--- src/dac_monitor_pkg.sv ---
// constants for the two-channel monitor output selector
// assumes the monitor quantities arrive as plain words on the drive clock
package dac_monitor_pkg;
    localparam int SEL_W = 8;
    localparam int GAIN_W = 16;
    localparam int DAC_W = 8;
    localparam logic [7:0] SEL_METER = 8'h00;
    localparam logic [7:0] SEL_CUR_CMD = 8'h02;
    localparam logic [7:0] SEL_CUR_FB = 8'h03;
    localparam logic [7:0] SEL_SPEED_FB = 8'h04;
    localparam logic [7:0] SEL_DROOP_LO = 8'h06;
    localparam logic [7:0] SEL_DROOP_HI = 8'h07;
    localparam logic [7:0] SEL_DELTA_LO = 8'h08;
    localparam logic [7:0] SEL_DELTA_HI = 8'h09;
    localparam logic [7:0] SEL_PCMD_LO = 8'h0A;
    localparam logic [7:0] SEL_PCMD_HI = 8'h0B;
    localparam logic [7:0] SEL_PFB_LO = 8'h0C;
    localparam logic [7:0] SEL_PFB_HI = 8'h0D;
    localparam logic [7:0] SEL_CIN_BASE = 8'h50;
    localparam logic [7:0] SEL_COUT_BASE = 8'h54;
    localparam logic [7:0] SEL_CTRL_LAST = 8'h57;
    localparam int GAIN_SHIFT = 8;
    localparam logic [7:0] MID_CODE = 8'h80;
    localparam logic [7:0] GAIN_RESET = 8'h00;
    localparam logic [7:0] SEL_RESET = 8'h00;
    localparam int PERCENT_FULL = 4096;
    localparam int POS_FULL_TURN = 23040000;
endpackage : dac_monitor_pkg

--- src/drive_monitor_dac_output.sv ---
// two-channel monitor selector, scaler and 8-bit converter code generator
// assumes one clock, synchronous reset; converter stalls via dacReady
// What this block does
// each channel has its own selection; matching quantity is routed to it
// code 0 gives speed meter on channel one, load meter on channel two
// codes 2 and 3 give current command and feedback, 4096 is full rating
// code 4 gives speed feedback in revolutions per minute
// codes 6..9 give droop and position change halves, low then high
// codes 10..13 give position command and feedback halves
// codes 80..83 control inputs, 84..87 control outputs, one bit per signal
// packed bit n contributes two to the power n; set bits add
// each channel scales by its own gain over 256
// other quantities map signed -128..+127 onto mid-scale code 128
// meter quantities use their own unsigned mapping, not mid-scale
// channel two matches channel one beyond code 0; overflow saturates
`timescale 1ns/1ps
`default_nettype none
module drive_monitor_dac_output #(
    parameter int DATA_W = 32
) (
    // clock and reset
    input  wire logic              core_clk,
    input  wire logic              srst,
    // channel settings
    input  wire logic [7:0]        chan1DataSelect,
    input  wire logic [7:0]        chan2DataSelect,
    input  wire logic [15:0]       chan1Gain,
    input  wire logic [15:0]       chan2Gain,
    // monitored quantities
    input  wire logic [7:0]        speedMeter,
    input  wire logic [7:0]        loadMeter,
    input  wire logic [15:0]       currentCommand,
    input  wire logic [15:0]       currentFeedback,
    input  wire logic [15:0]       speedFeedback,
    input  wire logic [DATA_W-1:0] positionDroop,
    input  wire logic [DATA_W-1:0] positionDelta,
    input  wire logic [DATA_W-1:0] positionCommand,
    input  wire logic [DATA_W-1:0] positionFeedback,
    input  wire logic [63:0]       controlInputs,
    input  wire logic [63:0]       controlOutputs,
    // converter side
    output logic [7:0]             dac1Code,
    output logic [7:0]             dac2Code,
    output logic                   dacValid,
    input  wire logic              dacReady
);
    localparam int HALF = DATA_W / 2;
    localparam int NCH  = 2;

    // channel settings gathered for the per-channel loop
    wire logic [NCH-1:0][7:0]  selArr   = {chan2DataSelect, chan1DataSelect};
    wire logic [NCH-1:0][15:0] gainArr  = {chan2Gain, chan1Gain};
    wire logic [NCH-1:0][7:0]  meterArr = {loadMeter, speedMeter};
    wire logic [NCH-1:0][7:0]  codeArr;
    wire logic [NCH-1:0][31:0] rawArr;

    // quantities shared by both channels, sign-extended to the raw width
    wire logic signed [31:0] curCmdRaw  = 32'(signed'(currentCommand));
    wire logic signed [31:0] curFbRaw   = 32'(signed'(currentFeedback));
    wire logic signed [31:0] speedFbRaw = 32'(signed'(speedFeedback));
    wire logic signed [31:0] droopLoRaw = 32'(signed'(positionDroop[HALF-1:0]));
    wire logic signed [31:0] droopHiRaw = 32'(signed'(positionDroop[DATA_W-1:HALF]));
    wire logic signed [31:0] deltaLoRaw = 32'(signed'(positionDelta[HALF-1:0]));
    wire logic signed [31:0] deltaHiRaw = 32'(signed'(positionDelta[DATA_W-1:HALF]));
    wire logic signed [31:0] pcmdLoRaw  = 32'(signed'(positionCommand[HALF-1:0]));
    wire logic signed [31:0] pcmdHiRaw  = 32'(signed'(positionCommand[DATA_W-1:HALF]));
    wire logic signed [31:0] pfbLoRaw   = 32'(signed'(positionFeedback[HALF-1:0]));
    wire logic signed [31:0] pfbHiRaw   = 32'(signed'(positionFeedback[DATA_W-1:HALF]));

    // per-channel select, scale, offset and clamp
    for (genvar ch = 0; ch < NCH; ch++) begin : g_chan
        wire logic [7:0]         sel      = selArr[ch];
        wire logic [15:0]        gain     = gainArr[ch];
        wire logic [7:0]         ctrlIdx  = sel - dac_monitor_pkg::SEL_CIN_BASE;
        wire logic               isCtrl   = (sel >= dac_monitor_pkg::SEL_CIN_BASE)
                                            && (sel <= dac_monitor_pkg::SEL_CTRL_LAST);
        wire logic               isCout   = sel >= dac_monitor_pkg::SEL_COUT_BASE;
        wire logic [63:0]        ctrlBank = isCout ? controlOutputs : controlInputs;
        // bit n of a packed word weighs 2**n, so set bits add
        wire logic [15:0]        ctrlWord = ctrlBank[16*ctrlIdx[1:0] +: 16];
        wire logic               isMeter  = sel == dac_monitor_pkg::SEL_METER;
        wire logic signed [31:0] raw;

        // codes outside the table give zero, shown as mid-scale
        assign raw = (sel == dac_monitor_pkg::SEL_METER)      ? 32'(meterArr[ch])
                   : (sel == dac_monitor_pkg::SEL_CUR_CMD)    ? curCmdRaw
                   : (sel == dac_monitor_pkg::SEL_CUR_FB)     ? curFbRaw
                   : (sel == dac_monitor_pkg::SEL_SPEED_FB)   ? speedFbRaw
                   : (sel == dac_monitor_pkg::SEL_DROOP_LO)   ? droopLoRaw
                   : (sel == dac_monitor_pkg::SEL_DROOP_HI)   ? droopHiRaw
                   : (sel == dac_monitor_pkg::SEL_DELTA_LO)   ? deltaLoRaw
                   : (sel == dac_monitor_pkg::SEL_DELTA_HI)   ? deltaHiRaw
                   : (sel == dac_monitor_pkg::SEL_PCMD_LO)    ? pcmdLoRaw
                   : (sel == dac_monitor_pkg::SEL_PCMD_HI)    ? pcmdHiRaw
                   : (sel == dac_monitor_pkg::SEL_PFB_LO)     ? pfbLoRaw
                   : (sel == dac_monitor_pkg::SEL_PFB_HI)     ? pfbHiRaw
                   : isCtrl                                   ? 32'(ctrlWord)
                   : 32'sh0000_0000;
        assign rawArr[ch] = raw;

        wire logic signed [48:0] product   = 49'(raw) * 49'(signed'({1'b0, gain}));
        wire logic signed [48:0] scaled    = product >>> dac_monitor_pkg::GAIN_SHIFT;
        wire logic               meterLow  = scaled < 49'sd0;
        wire logic               meterHigh = scaled > 49'sd255;
        wire logic               sigHigh   = scaled > 49'sd127;
        wire logic               sigLow    = scaled < -49'sd128;

        // meters use their own unsigned mapping with no offset
        wire logic [7:0] meterCode  = meterLow ? 8'h00
                                    : meterHigh ? 8'hFF : scaled[7:0];
        wire logic [7:0] signedCode = sigLow ? 8'h00
                                    : sigHigh ? 8'hFF : scaled[7:0] + dac_monitor_pkg::MID_CODE;
        assign codeArr[ch] = isMeter ? meterCode : signedCode;
    end : g_chan

    wire logic signed [31:0] raw1     = rawArr[0];
    wire logic signed [31:0] raw2     = rawArr[1];
    wire logic [7:0]         code1    = codeArr[0];
    wire logic [7:0]         code2    = codeArr[1];
    wire logic               isMeter1 = chan1DataSelect == dac_monitor_pkg::SEL_METER;
    wire logic               isMeter2 = chan2DataSelect == dac_monitor_pkg::SEL_METER;

    // two-entry path: the output register plus one parked pair
    logic             skidValid;
    logic [15:0]      skidPair;
    wire logic [15:0] freshPair = {code1, code2};
    wire logic        outFree   = dacReady || !dacValid;
    wire logic        inReady   = !skidValid;
    wire logic        parkFresh = inReady && !outFree;
    wire logic        drainSkid = skidValid && outFree;
    wire logic [15:0] nextPair  = skidValid ? skidPair : freshPair;

    // a stalled converter parks one pair; later samples are dropped
    always_ff @(posedge core_clk) begin
        if (srst) begin
            skidValid <= 1'b0;
            skidPair  <= 16'h0000;
        end else if (parkFresh) begin
            skidValid <= 1'b1;
            skidPair  <= freshPair;
        end else if (drainSkid) begin
            skidValid <= 1'b0;
        end
    end

    // codes leave only from flops; they hold while the converter stalls
    always_ff @(posedge core_clk) begin
        if (srst) begin
            dac1Code <= dac_monitor_pkg::MID_CODE;
            dac2Code <= dac_monitor_pkg::MID_CODE;
            dacValid <= 1'b0;
        end else if (outFree) begin
            dac1Code <= nextPair[15:8];
            dac2Code <= nextPair[7:0];
            dacValid <= 1'b1;
        end
    end

    // mapping checks
    property p_mid_zero;
        @(posedge core_clk) disable iff (srst)
        (!isMeter1 && raw1 == 32'sh0000_0000)
        |-> code1 == dac_monitor_pkg::MID_CODE;
    endproperty
    a_mid_zero: assert property (p_mid_zero) else $error("zero not at mid code");

    property p_sat;
        @(posedge core_clk) disable iff (srst)
        (!isMeter1 && raw1 > 32'sd127 && chan1Gain == 16'h0100)
        |-> code1 == 8'hFF;
    endproperty
    a_sat: assert property (p_sat) else $error("no saturation high");

    property p_sat_low;
        @(posedge core_clk) disable iff (srst)
        (!isMeter1 && raw1 < -32'sd128 && chan1Gain == 16'h0100)
        |-> code1 == 8'h00;
    endproperty
    a_sat_low: assert property (p_sat_low) else $error("no saturation low");

    property p_meter;
        @(posedge core_clk) disable iff (srst)
        (isMeter2 && chan2Gain == 16'h0100)
        |-> code2 == loadMeter;
    endproperty
    a_meter: assert property (p_meter) else $error("meter mapping wrong");

    property p_meter_speed;
        @(posedge core_clk) disable iff (srst)
        (isMeter1 && chan1Gain == 16'h0100)
        |-> code1 == speedMeter;
    endproperty
    a_meter_speed: assert property (p_meter_speed) else $error("speed meter wrong");

    property p_gain_unity;
        @(posedge core_clk) disable iff (srst)
        (!isMeter2 && chan2Gain == 16'h0100 && raw2 >= -32'sd128 && raw2 <= 32'sd127)
        |-> code2 == 8'(raw2) + dac_monitor_pkg::MID_CODE;
    endproperty
    a_gain_unity: assert property (p_gain_unity) else $error("unity gain wrong");

    property p_ctrl_bit;
        @(posedge core_clk) disable iff (srst)
        (chan1DataSelect == dac_monitor_pkg::SEL_CTRL_LAST && chan1Gain == 16'h0100
         && controlOutputs[63:48] == 16'h0010)
        |-> code1 == 8'h90;
    endproperty
    a_ctrl_bit: assert property (p_ctrl_bit) else $error("bit weight wrong");

    // converter handshake checks
    property p_hold;
        @(posedge core_clk) disable iff (srst)
        (dacValid && !dacReady)
        |=> dacValid && $stable(dac1Code) && $stable(dac2Code);
    endproperty
    a_hold: assert property (p_hold) else $error("stalled word changed");

    property p_refill;
        @(posedge core_clk) disable iff (srst)
        !dacValid
        |=> dacValid;
    endproperty
    a_refill: assert property (p_refill) else $error("no sample after idle");

    property p_route_cmd;
        @(posedge core_clk) disable iff (srst)
        chan1DataSelect == dac_monitor_pkg::SEL_CUR_CMD
        |-> raw1 == 32'(signed'(currentCommand));
    endproperty
    a_route_cmd: assert property (p_route_cmd) else $error("current command not routed");

    property p_route_fb;
        @(posedge core_clk) disable iff (srst)
        chan1DataSelect == dac_monitor_pkg::SEL_CUR_FB
        |-> raw1 == 32'(signed'(currentFeedback));
    endproperty
    a_route_fb: assert property (p_route_fb) else $error("current feedback not routed");

    property p_route_speed;
        @(posedge core_clk) disable iff (srst)
        chan1DataSelect == dac_monitor_pkg::SEL_SPEED_FB
        |-> raw1 == 32'(signed'(speedFeedback));
    endproperty
    a_route_speed: assert property (p_route_speed) else $error("speed not routed");

    property p_route_droop_lo;
        @(posedge core_clk) disable iff (srst)
        chan1DataSelect == dac_monitor_pkg::SEL_DROOP_LO
        |-> raw1 == 32'(signed'(positionDroop[HALF-1:0]));
    endproperty
    a_route_droop_lo: assert property (p_route_droop_lo) else $error("droop low wrong");

    property p_route_droop_hi;
        @(posedge core_clk) disable iff (srst)
        chan1DataSelect == dac_monitor_pkg::SEL_DROOP_HI
        |-> raw1 == 32'(signed'(positionDroop[DATA_W-1:HALF]));
    endproperty
    a_route_droop_hi: assert property (p_route_droop_hi) else $error("droop high wrong");

    property p_route_delta_lo;
        @(posedge core_clk) disable iff (srst)
        chan1DataSelect == dac_monitor_pkg::SEL_DELTA_LO
        |-> raw1 == 32'(signed'(positionDelta[HALF-1:0]));
    endproperty
    a_route_delta_lo: assert property (p_route_delta_lo) else $error("delta low wrong");

    property p_route_delta_hi;
        @(posedge core_clk) disable iff (srst)
        chan1DataSelect == dac_monitor_pkg::SEL_DELTA_HI
        |-> raw1 == 32'(signed'(positionDelta[DATA_W-1:HALF]));
    endproperty
    a_route_delta_hi: assert property (p_route_delta_hi) else $error("delta high wrong");

    property p_route_pcmd_lo;
        @(posedge core_clk) disable iff (srst)
        chan1DataSelect == dac_monitor_pkg::SEL_PCMD_LO
        |-> raw1 == 32'(signed'(positionCommand[HALF-1:0]));
    endproperty
    a_route_pcmd_lo: assert property (p_route_pcmd_lo) else $error("command low wrong");

    property p_route_pcmd_hi;
        @(posedge core_clk) disable iff (srst)
        chan1DataSelect == dac_monitor_pkg::SEL_PCMD_HI
        |-> raw1 == 32'(signed'(positionCommand[DATA_W-1:HALF]));
    endproperty
    a_route_pcmd_hi: assert property (p_route_pcmd_hi) else $error("command high wrong");

    property p_route_pfb_lo;
        @(posedge core_clk) disable iff (srst)
        chan1DataSelect == dac_monitor_pkg::SEL_PFB_LO
        |-> raw1 == 32'(signed'(positionFeedback[HALF-1:0]));
    endproperty
    a_route_pfb_lo: assert property (p_route_pfb_lo) else $error("feedback low wrong");

    property p_route_pfb_hi;
        @(posedge core_clk) disable iff (srst)
        chan1DataSelect == dac_monitor_pkg::SEL_PFB_HI
        |-> raw1 == 32'(signed'(positionFeedback[DATA_W-1:HALF]));
    endproperty
    a_route_pfb_hi: assert property (p_route_pfb_hi) else $error("feedback high wrong");

    property p_route_cin;
        @(posedge core_clk) disable iff (srst)
        chan1DataSelect == dac_monitor_pkg::SEL_CIN_BASE
        |-> raw1 == 32'(controlInputs[15:0]);
    endproperty
    a_route_cin: assert property (p_route_cin) else $error("control input wrong");

    property p_route_cout;
        @(posedge core_clk) disable iff (srst)
        chan2DataSelect == dac_monitor_pkg::SEL_COUT_BASE
        |-> raw2 == 32'(controlOutputs[15:0]);
    endproperty
    a_route_cout: assert property (p_route_cout) else $error("control output wrong");

    property p_route_cout_last;
        @(posedge core_clk) disable iff (srst)
        chan2DataSelect == dac_monitor_pkg::SEL_CTRL_LAST
        |-> raw2 == 32'(controlOutputs[63:48]);
    endproperty
    a_route_cout_last: assert property (p_route_cout_last) else $error("last word wrong");

    property p_route_ch2_speed;
        @(posedge core_clk) disable iff (srst)
        chan2DataSelect == dac_monitor_pkg::SEL_SPEED_FB
        |-> raw2 == 32'(signed'(speedFeedback));
    endproperty
    a_route_ch2_speed: assert property (p_route_ch2_speed) else $error("channel two speed");

    property p_route_ch2_cmd;
        @(posedge core_clk) disable iff (srst)
        chan2DataSelect == dac_monitor_pkg::SEL_CUR_CMD
        |-> raw2 == 32'(signed'(currentCommand));
    endproperty
    a_route_ch2_cmd: assert property (p_route_ch2_cmd) else $error("channel two command");
endmodule : drive_monitor_dac_output
`default_nettype wire

--- config.mk ---
export PLATFORM = sky130hd
export DESIGN_NAME = drive_monitor_dac_output
export DESIGN_NICKNAME = d
export VERILOG_FILES = /design/src/dac_monitor_pkg.sv /design/src/drive_monitor_dac_output.sv
export SDC_FILE = /design/constraint.sdc
export NUM_CORES = 2
export LEC_CHECK = 0
export BUFFER_PORTS_ARGS = -buffer_cell sky130_fd_sc_hd__buf_2
export CORE_AREA = 2 2 446 271
export DETAILED_ROUTE_END_ITERATION = 7
export DIE_AREA = 0 0 448 273
export MAX_ROUTING_LAYER = met4
export PLACE_DENSITY = 0.42
export REMOVE_ABC_BUFFERS = 1
export SYNTH_ARGS = -nofsm -noshare
export SYNTH_HDL_FRONTEND = slang
export SYNTH_SLANG_ARGS = --single-unit
export TNS_END_PERCENT = 10
--- constraint.sdc ---
create_clock -name core_clk -period 27.4 [get_ports core_clk]
set_input_delay 0 -clock core_clk [delete_from_list [all_inputs] [get_ports core_clk]]
set_output_delay 0 -clock core_clk [all_outputs]
set_load 0.05 [all_outputs]
Yosys cells after proc, flatten, opt, wreduce, memory -nomap -nowiden
Cells that the tools add are included.
{"block": "word_totals", "out_inout_bits": 17, "in_bits": 371, "reg_bits": 34}
{"block": "classes", "n_shift": 2, "n_reduce_logical": 11, "n_eq_ne": 22, "muxes": 41, "multipliers": 2, "add_sub_neg": 4, "n_lt_le_gt_ge": 14}
{"op": "two-way mux 32 bit", "n": 24}
{"op": "two-way mux 64 bit", "n": 2}
{"op": "variable part select 64 x 7 -> 16 bit", "n": 2}
{"op": "multiplier 32 x 17 -> 49 bit", "n": 2}
{"op": "equality test 8 x 4 -> 1 bit (second input constant)", "n": 12}
{"op": "> comparator 41 x 8 -> 1 bit (second input constant)", "n": 2}
{"op": "> comparator 41 x 9 -> 1 bit (second input constant)", "n": 2}
{"op": "< comparator 41 x 1 -> 1 bit (second input constant)", "n": 2}
{"op": "< comparator 41 x 8 -> 1 bit (second input constant)", "n": 2}
{"op": "two-way mux 8 bit", "n": 10}
{"op": "equality test 8 x 3 -> 1 bit (second input constant)", "n": 6}
{"op": "two-way mux 16 bit", "n": 3}
{"op": "equality test 8 x 2 -> 1 bit (second input constant)", "n": 4}
{"op": ">= comparator 8 x 7 -> 1 bit (second input constant)", "n": 4}
{"op": "adder 8 bit (second input constant)", "n": 2}
{"op": "less-or-equal comparator 8 x 7 -> 1 bit (second input constant)", "n": 2}
{"op": "zero test 8 bit", "n": 2}
{"op": "logical AND 1 bit", "n": 4}
{"op": "subtractor 2 x 1 -> 2 bit (second input constant)", "n": 2}
{"op": "zero test 1 bit", "n": 3}
{"op": "two-way mux 1 bit", "n": 2}
{"op": "nonzero test 2 bit", "n": 1}
{"op": "logical OR 1 bit", "n": 1}

Depth between registers and ports, before layout
{"block": "depth", "ltp_word": 22, "depth_mapped": 40, "depth_no_buf": 35}

Worst setup path before layout
Ideal clock, no wire load.
{"block": "synth_path", "path_kind": "input to register", "startpoint": "in chan2DataSelect[0]", "endpoint": "reg dac2Code[6]", "arrival_ns": 9.490, "required_time_ns": 27.305, "path_slack_ns": 17.815, "n_path_buf": 6, "setup_time_ns": 0.095, "stages": 35, "cell_sequence": "clkbuf_1 clkbuf_1 buf_2 nand3_1 nor2_1 a222oi_1 nand4_1 o21ai_0 a31oi_1 nor2_1 nor2_1 clkbuf_1 nand2_1 fa_1 inv_1 fa_1 fa_1 fa_1 fa_1 inv_1 fa_1 inv_1 ha_1 clkbuf_1 nand2_1 o21ai_1 mux2_2 a311oi_1 o211ai_1 nor3_1 nand4_1 o31ai_1 clkbuf_1 nand2_1 a221oi_1"}
{"block": "synth_via", "elab_chain_len": 22, "elab_cells_between_ends": 44, "classes_between": "add/sub (2); mul (1); order compare (7); eq/ne (11); shift (1); mux (20); reduce/logical (2)"}
{"item": "from (decl)", "line_no": "drive_monitor_dac_output.sv:26", "text": "input wire logic [7:0] chan2DataSelect,"}
{"item": ">= comparator 8 x 7 -> 1 bit", "line_no": "drive_monitor_dac_output.sv:77", "text": "wire logic isCout = sel >= dac_monitor_pkg::SEL_COUT_BASE;"}
{"item": "two-way mux 64 bit", "line_no": "drive_monitor_dac_output.sv:78", "text": "wire logic [63:0] ctrlBank = isCout ? controlOutputs : controlInputs;"}
{"item": "variable part select 64 x 7 -> 16 bit", "line_no": "drive_monitor_dac_output.sv:80", "text": "wire logic [15:0] ctrlWord = ctrlBank[16*ctrlIdx[1:0] +: 16];"}
{"item": "two-way mux 16 bit", "line_no": "drive_monitor_dac_output.sv:97", "text": ": isCtrl ? 32'(ctrlWord)"}
{"item": "two-way mux 32 bit", "line_no": "drive_monitor_dac_output.sv:96", "text": ": (sel == dac_monitor_pkg::SEL_PFB_HI) ? pfbHiRaw"}
{"item": "two-way mux 32 bit", "line_no": "drive_monitor_dac_output.sv:95", "text": ": (sel == dac_monitor_pkg::SEL_PFB_LO) ? pfbLoRaw"}
{"item": "two-way mux 32 bit", "line_no": "drive_monitor_dac_output.sv:94", "text": ": (sel == dac_monitor_pkg::SEL_PCMD_HI) ? pcmdHiRaw"}
{"item": "two-way mux 32 bit", "line_no": "drive_monitor_dac_output.sv:93", "text": ": (sel == dac_monitor_pkg::SEL_PCMD_LO) ? pcmdLoRaw"}
{"item": "[... 6 more ...]"}
{"item": "two-way mux 32 bit", "line_no": "drive_monitor_dac_output.sv:86", "text": ": (sel == dac_monitor_pkg::SEL_CUR_CMD) ? curCmdRaw"}
{"item": "two-way mux 32 bit", "line_no": "drive_monitor_dac_output.sv:85", "text": "assign raw = (sel == dac_monitor_pkg::SEL_METER) ? 32'(meterArr[ch])"}
{"item": "multiplier 32 x 17 -> 49 bit", "line_no": "drive_monitor_dac_output.sv:101", "text": "wire logic signed [48:0] product = 49'(raw) * 49'(signed'({1'b0, gain}));"}
{"item": "> comparator 41 x 8 -> 1 bit, or another cell as far along", "line_no": "drive_monitor_dac_output.sv:105", "text": "wire logic sigHigh = scaled > 49'sd127;"}
{"item": "two-way mux 8 bit (on tied branches)", "line_no": "drive_monitor_dac_output.sv:112, drive_monitor_dac_output.sv:110"}
{"item": "two-way mux 8 bit (on tied branches)", "line_no": "drive_monitor_dac_output.sv:111, drive_monitor_dac_output.sv:109"}
{"item": "two-way mux 8 bit (*)", "line_no": "drive_monitor_dac_output.sv:113", "text": "assign codeArr[ch] = isMeter ? meterCode : signedCode;"}
{"item": "two-way mux 16 bit (*)", "line_no": "drive_monitor_dac_output.sv:131", "text": "wire logic [15:0] nextPair = skidValid ? skidPair : freshPair;"}
{"item": "to (signal assigned)", "line_no": "drive_monitor_dac_output.sv:150", "text": "dac2Code <= dac_monitor_pkg::MID_CODE;"}
{"item": "to (signal assigned)", "line_no": "drive_monitor_dac_output.sv:154", "text": "dac2Code <= nextPair[7:0];"}
{"item": "to (decl)", "line_no": "drive_monitor_dac_output.sv:43", "text": "output logic [7:0] dac2Code,"}
Every way passes the cells marked *; elsewhere a longest branch is shown, timed or not.
A chain may end at the register's enable or synchronous reset.

Worst setup path after layout
{"block": "layout_path", "startpoint": "in chan1DataSelect[0]", "endpoint": "reg dac1Code[3]"}
{"block": "layout_via", "elab_chain_len": 22, "elab_cells_between_ends": 44, "classes_between": "add/sub (2); mul (1); order compare (7); eq/ne (11); shift (1); mux (20); reduce/logical (2)"}
{"item": "from (decl)", "line_no": "drive_monitor_dac_output.sv:25", "text": "input wire logic [7:0] chan1DataSelect,"}
{"item": ">= comparator 8 x 7 -> 1 bit", "line_no": "drive_monitor_dac_output.sv:77"}
{"item": "two-way mux 64 bit", "line_no": "drive_monitor_dac_output.sv:78"}
{"item": "variable part select 64 x 7 -> 16 bit", "line_no": "drive_monitor_dac_output.sv:80"}
{"item": "two-way mux 16 bit", "line_no": "drive_monitor_dac_output.sv:97"}
{"item": "two-way mux 32 bit", "line_no": "drive_monitor_dac_output.sv:96"}
{"item": "two-way mux 32 bit", "line_no": "drive_monitor_dac_output.sv:95"}
{"item": "two-way mux 32 bit", "line_no": "drive_monitor_dac_output.sv:94"}
{"item": "two-way mux 32 bit", "line_no": "drive_monitor_dac_output.sv:93"}
{"item": "[... 6 more ...]"}
{"item": "two-way mux 32 bit", "line_no": "drive_monitor_dac_output.sv:86"}
{"item": "two-way mux 32 bit", "line_no": "drive_monitor_dac_output.sv:85"}
{"item": "multiplier 32 x 17 -> 49 bit", "line_no": "drive_monitor_dac_output.sv:101"}
{"item": "> comparator 41 x 8 -> 1 bit, or another cell as far along", "line_no": "drive_monitor_dac_output.sv:105"}
{"item": "two-way mux 8 bit (on tied branches)", "line_no": "drive_monitor_dac_output.sv:112, drive_monitor_dac_output.sv:110"}
{"item": "two-way mux 8 bit (on tied branches)", "line_no": "drive_monitor_dac_output.sv:111, drive_monitor_dac_output.sv:109"}
{"item": "two-way mux 8 bit (*)", "line_no": "drive_monitor_dac_output.sv:113"}
{"item": "two-way mux 16 bit (*)", "line_no": "drive_monitor_dac_output.sv:131"}
{"item": "to (signal assigned)", "line_no": "drive_monitor_dac_output.sv:149", "text": "dac1Code <= dac_monitor_pkg::MID_CODE;"}
{"item": "to (signal assigned)", "line_no": "drive_monitor_dac_output.sv:153", "text": "dac1Code <= nextPair[15:8];"}
{"item": "to (decl)", "line_no": "drive_monitor_dac_output.sv:42", "text": "output logic [7:0] dac1Code,"}
Marks and branches as above.

==> run_results.csv <==
group,metric,value,unit
outcome,status,"complete, no violations",
global_routing,antenna_found_initial,18,
routing,viasPerCell,4.955,
timing,hold_slack,0.2402,ns
timing,final-setup-viol-count,0,
timing,skew,0.004655,ns
routing,drcViolationCount,0,
global_routing,met1_usage,34.23,%
clock_tree,cts_setup_buffers,0,
timing,relSlewSlack,24.13,%
pwr,ir_drop,0.02011,mV
clock_tree,clk_pin_slew,0.06,ns
timing,setup_tns,0,ns
critical_path,worst-path-max-fanout,38,
routing,drt_wl_total,127700,um
timing,period_share,41.42,%
global_routing,met2_usage,28.61,%
critical_path,cp-end-kind,"flip-flop",
clock_tree,htreeDepth,2,
global_routing,track_usage,21.48,%
timing,period_needed,11.35,ns
cells_and_area,drive_gt1_share,15.02,%
logic_synthesis,avgSynthCellArea,8.327,um^2
global_routing,grtUsageMet3,2.796,%
placed_design,io_buffers,387,
routing,ant_nets,0,
floorplan,die_w,448,um
hold_path,min_path_type,"in2reg",
logic_synthesis,yosysUniqueCellTypes,77,
critical_path,cpMostUsedCell,"fa_1",
pwr,leakage,0.01622,uW
global_routing,grt_busiest_layer,"met1",
critical_path,r2r_slack,24.59,ns
cells_and_area,syn_to_final_growth,13.68,%
floorplan,start_util,24.86,%
hold_path,whs_path_depth,2,
routing,wl_per_cell,23.56,um
global_routing,grt_pass1_vias,27900,
cells_and_area,layout.nets,4932,
clock_tree,cts_repair_resize_count,0,
clock_tree,root_buffer,"clkbuf_16",
floorplan,num_io_pins,388,
critical_path,slowest_delay,0.67,ns
critical_path,r2r_start,"skidValid",
global_routing,grt_pass1_wl,191600,um
routing,dr.pass1.iters,7,
clock_tree,cts_tree,"built",
critical_path,start_kind,"primary input",
logic_synthesis,synthFlopType,"dfxtp_1",
floorplan,die_height,273,um
routing,via_count,26850,
logic_synthesis,synth_edf_count,0,
clock_tree,cts.path.max_buffers,2,
logic_synthesis,syn-instance-count,3529,
hold_path,hp-start,"srst",
critical_path,cpMaxStageDelayCell,"nand2_1",
clock_tree,ctsHoldBuffers,0,
timing,rsz0062_at_grt,"no",
timing,finalHoldViolations,0,
critical_path,crit_type,"in2reg",
clock_tree,worstSkewPairLatency,0.28,ns
floorplan,dieArea,122300,um^2
critical_path,arrival,11.47,ns
routing,drt_iter0_markers,2619,
hold_path,hold_end,"skidValid",
floorplan,core.rowCount,98,
critical_path,reg2regPathDepth,6,
logic_synthesis,ys_seq_area_share,2.316,%
pwr,power.density,19.92,nW/um^2
timing,worstMarginPinSlew,1.138,ns
flow_run,cap_viol_max_count,0,
logic_synthesis,yosys_warnings,0,
timing,fmax,88.12,MHz
clock_tree,cts_buffers,5,
clock_tree,numClockSinks,34,
logic_synthesis,async_flop_share,0,%
global_routing,grt_max_degree,53,
floorplan,fp.coreArea,118200,um^2
critical_path,cp.required,27.53,ns
placed_design,gp_congestion,0.9624,
logic_synthesis,synthesis.area,29390,um^2
global_routing,gr-total-overflow,0,
critical_path,worstReg2RegEnd,"skidPair[9]",
logic_synthesis,ys_seq_elements,34,
placed_design,hpwl,110800,um
timing,drv_slew,0,
==> layout make-up <==
class | count | area [um^2]
antenna | 11 | 27.53
clock buffer | 5 | 125.1
inverter | 714 | 2680
tap | 1600 | 2002
fill | 13000 | 84800
sequential | 34 | 680.7
multi-input combinational | 2605 | 25440
timing repair buffer | 446 | 2380
clock inverter | 3 | 68.82
==> synth_stat cells, types with 14 or more instances <==
cell / count / share of area [%]
and3_1: 27 / 0.57
xnor2_1: 21 / 0.63
nand4_1: 36 / 0.77
nand2b_1: 36 / 0.77
o21ai_0: 114 / 1.9
a21oi_1: 138 / 2.4
dfxtp_1: 34 / 2.3
a211oi_1: 17 / 0.43
nor2_1: 180 / 2.3
and2_1: 171 / 3.6
mux2i_1: 20 / 0.68
a31oi_1: 29 / 0.62
nand2_1: 403 / 5.1
fa_1: 574 / 39
nor3_1: 44 / 0.75
a22oi_1: 36 / 0.92
nand3_1: 94 / 1.6
inv_1: 714 / 9.1
o22ai_1: 14 / 0.30
a221o_1: 15 / 0.51
a222oi_1: 20 / 0.68
ha_1: 181 / 7.7
o211ai_1: 24 / 0.61
clkbuf_1: 164 / 2.1
mux4_2: 62 / 4.8
nor2b_1: 65 / 1.4
o21a_1: 22 / 0.56
xor2_1: 23 / 0.69
a221oi_1: 42 / 1.3
nor4_1: 16 / 0.34
mux2_2: 19 / 0.73
==> worst max-delay path, delay by kind of cell <==
| kind | cells | cell delay (ns) |
|---|---|---|
| compound gates | 9 | 3.09 |
| fa+ha+maj | 7 | 3.48 |
| buf+inv | 7 | 1.08 |
| simple gates | 11 | 3.75 |
==> where the power goes <==
group	internal [uW]	total (uW)	leakage, uW	switching [uW]
Combinational	189	528	0.0158	339
Clock	52.3	76.1	0.0000941	23.8
Sequential	57.0	61.3	0.000283	4.32
==> cells in the final DEF, fill, tap and decap left out, types with 62 or more instances in the layout <==
cell type	count
nand2_1	402
ha_1	181
nor2b_1	65
mux4_2	62
and2_1	171
fa_1	574
a21oi_1	137
nor2_1	179
buf_2	387
o21ai_0	111
inv_1	714
nand3_1	94
==> kinds of logic (layout without fill, tap and decap cells) <==
logic type	count (synthesis)	in the layout	share of synthesized area (%)
xor gates and xnor gates	44	44	1.311
other	0	11	0
AOI/OAI and AO/OA	585	585	13.53
and+or+nand+nor	1120	1120	18.49
DFF	34	34	2.316
muxes	101	101	6.161
buffers and inverters	890	1168	11.38
adders and majority gates	755	755	46.81
==> worst max-delay path by stage <==
stage	slack, ns	endpoint	from	cells past startpoint
after floorplan	17.65	dac2Code[6]	chan2DataSelect[5]	33
after global placement	15.80	dac1Code[2]	chan1DataSelect[0]	33
after detailed placement	15.95	dac1Code[0]	chan1DataSelect[0]	34
after CTS	16.23	dac1Code[0]	chan1DataSelect[0]	34
after global routing	15.40	dac1Code[0]	chan1DataSelect[0]	35
final	16.05	dac1Code[3]	chan1DataSelect[0]	34
==> sequential cells by signal, indices dropped and copies added (netlist names) <==
register	count
skidPair	16
dac1Code	8
dac2Code	8
dacValid	1
skidValid	1
==> layer usage <==
metal | routed length (um) | part of all wire (%) | vias to the layer above
met4 | 2144 | 1.7 | 0
met5 | 0 | 0 | -
met3 | 9293 | 7.3 | 81
met1 | 67490 | 53 | 13540
li1 | - | - | 12080
met2 | 48740 | 38 | 1152
==> through the flow <==
step | utilization, % | cells | instance area, um^2 | setup WS, ns | power, uW
after floorplan | - | 3353 | 28720 | 17.65 | 390.4
after global placement | 28.07 | 5399 | 33180 | 15.80 | 592.7
after detailed placement | 28.07 | 5399 | 33180 | 15.95 | 590.3
after CTS | 28.24 | 5407 | 33380 | 16.23 | 669.7
after global routing | 28.26 | 5416 | 33400 | 15.40 | 733.3
final | 28.26 | 5418 | 33410 | 16.05 | 665.3
Power figures use the tool's default switching activity.
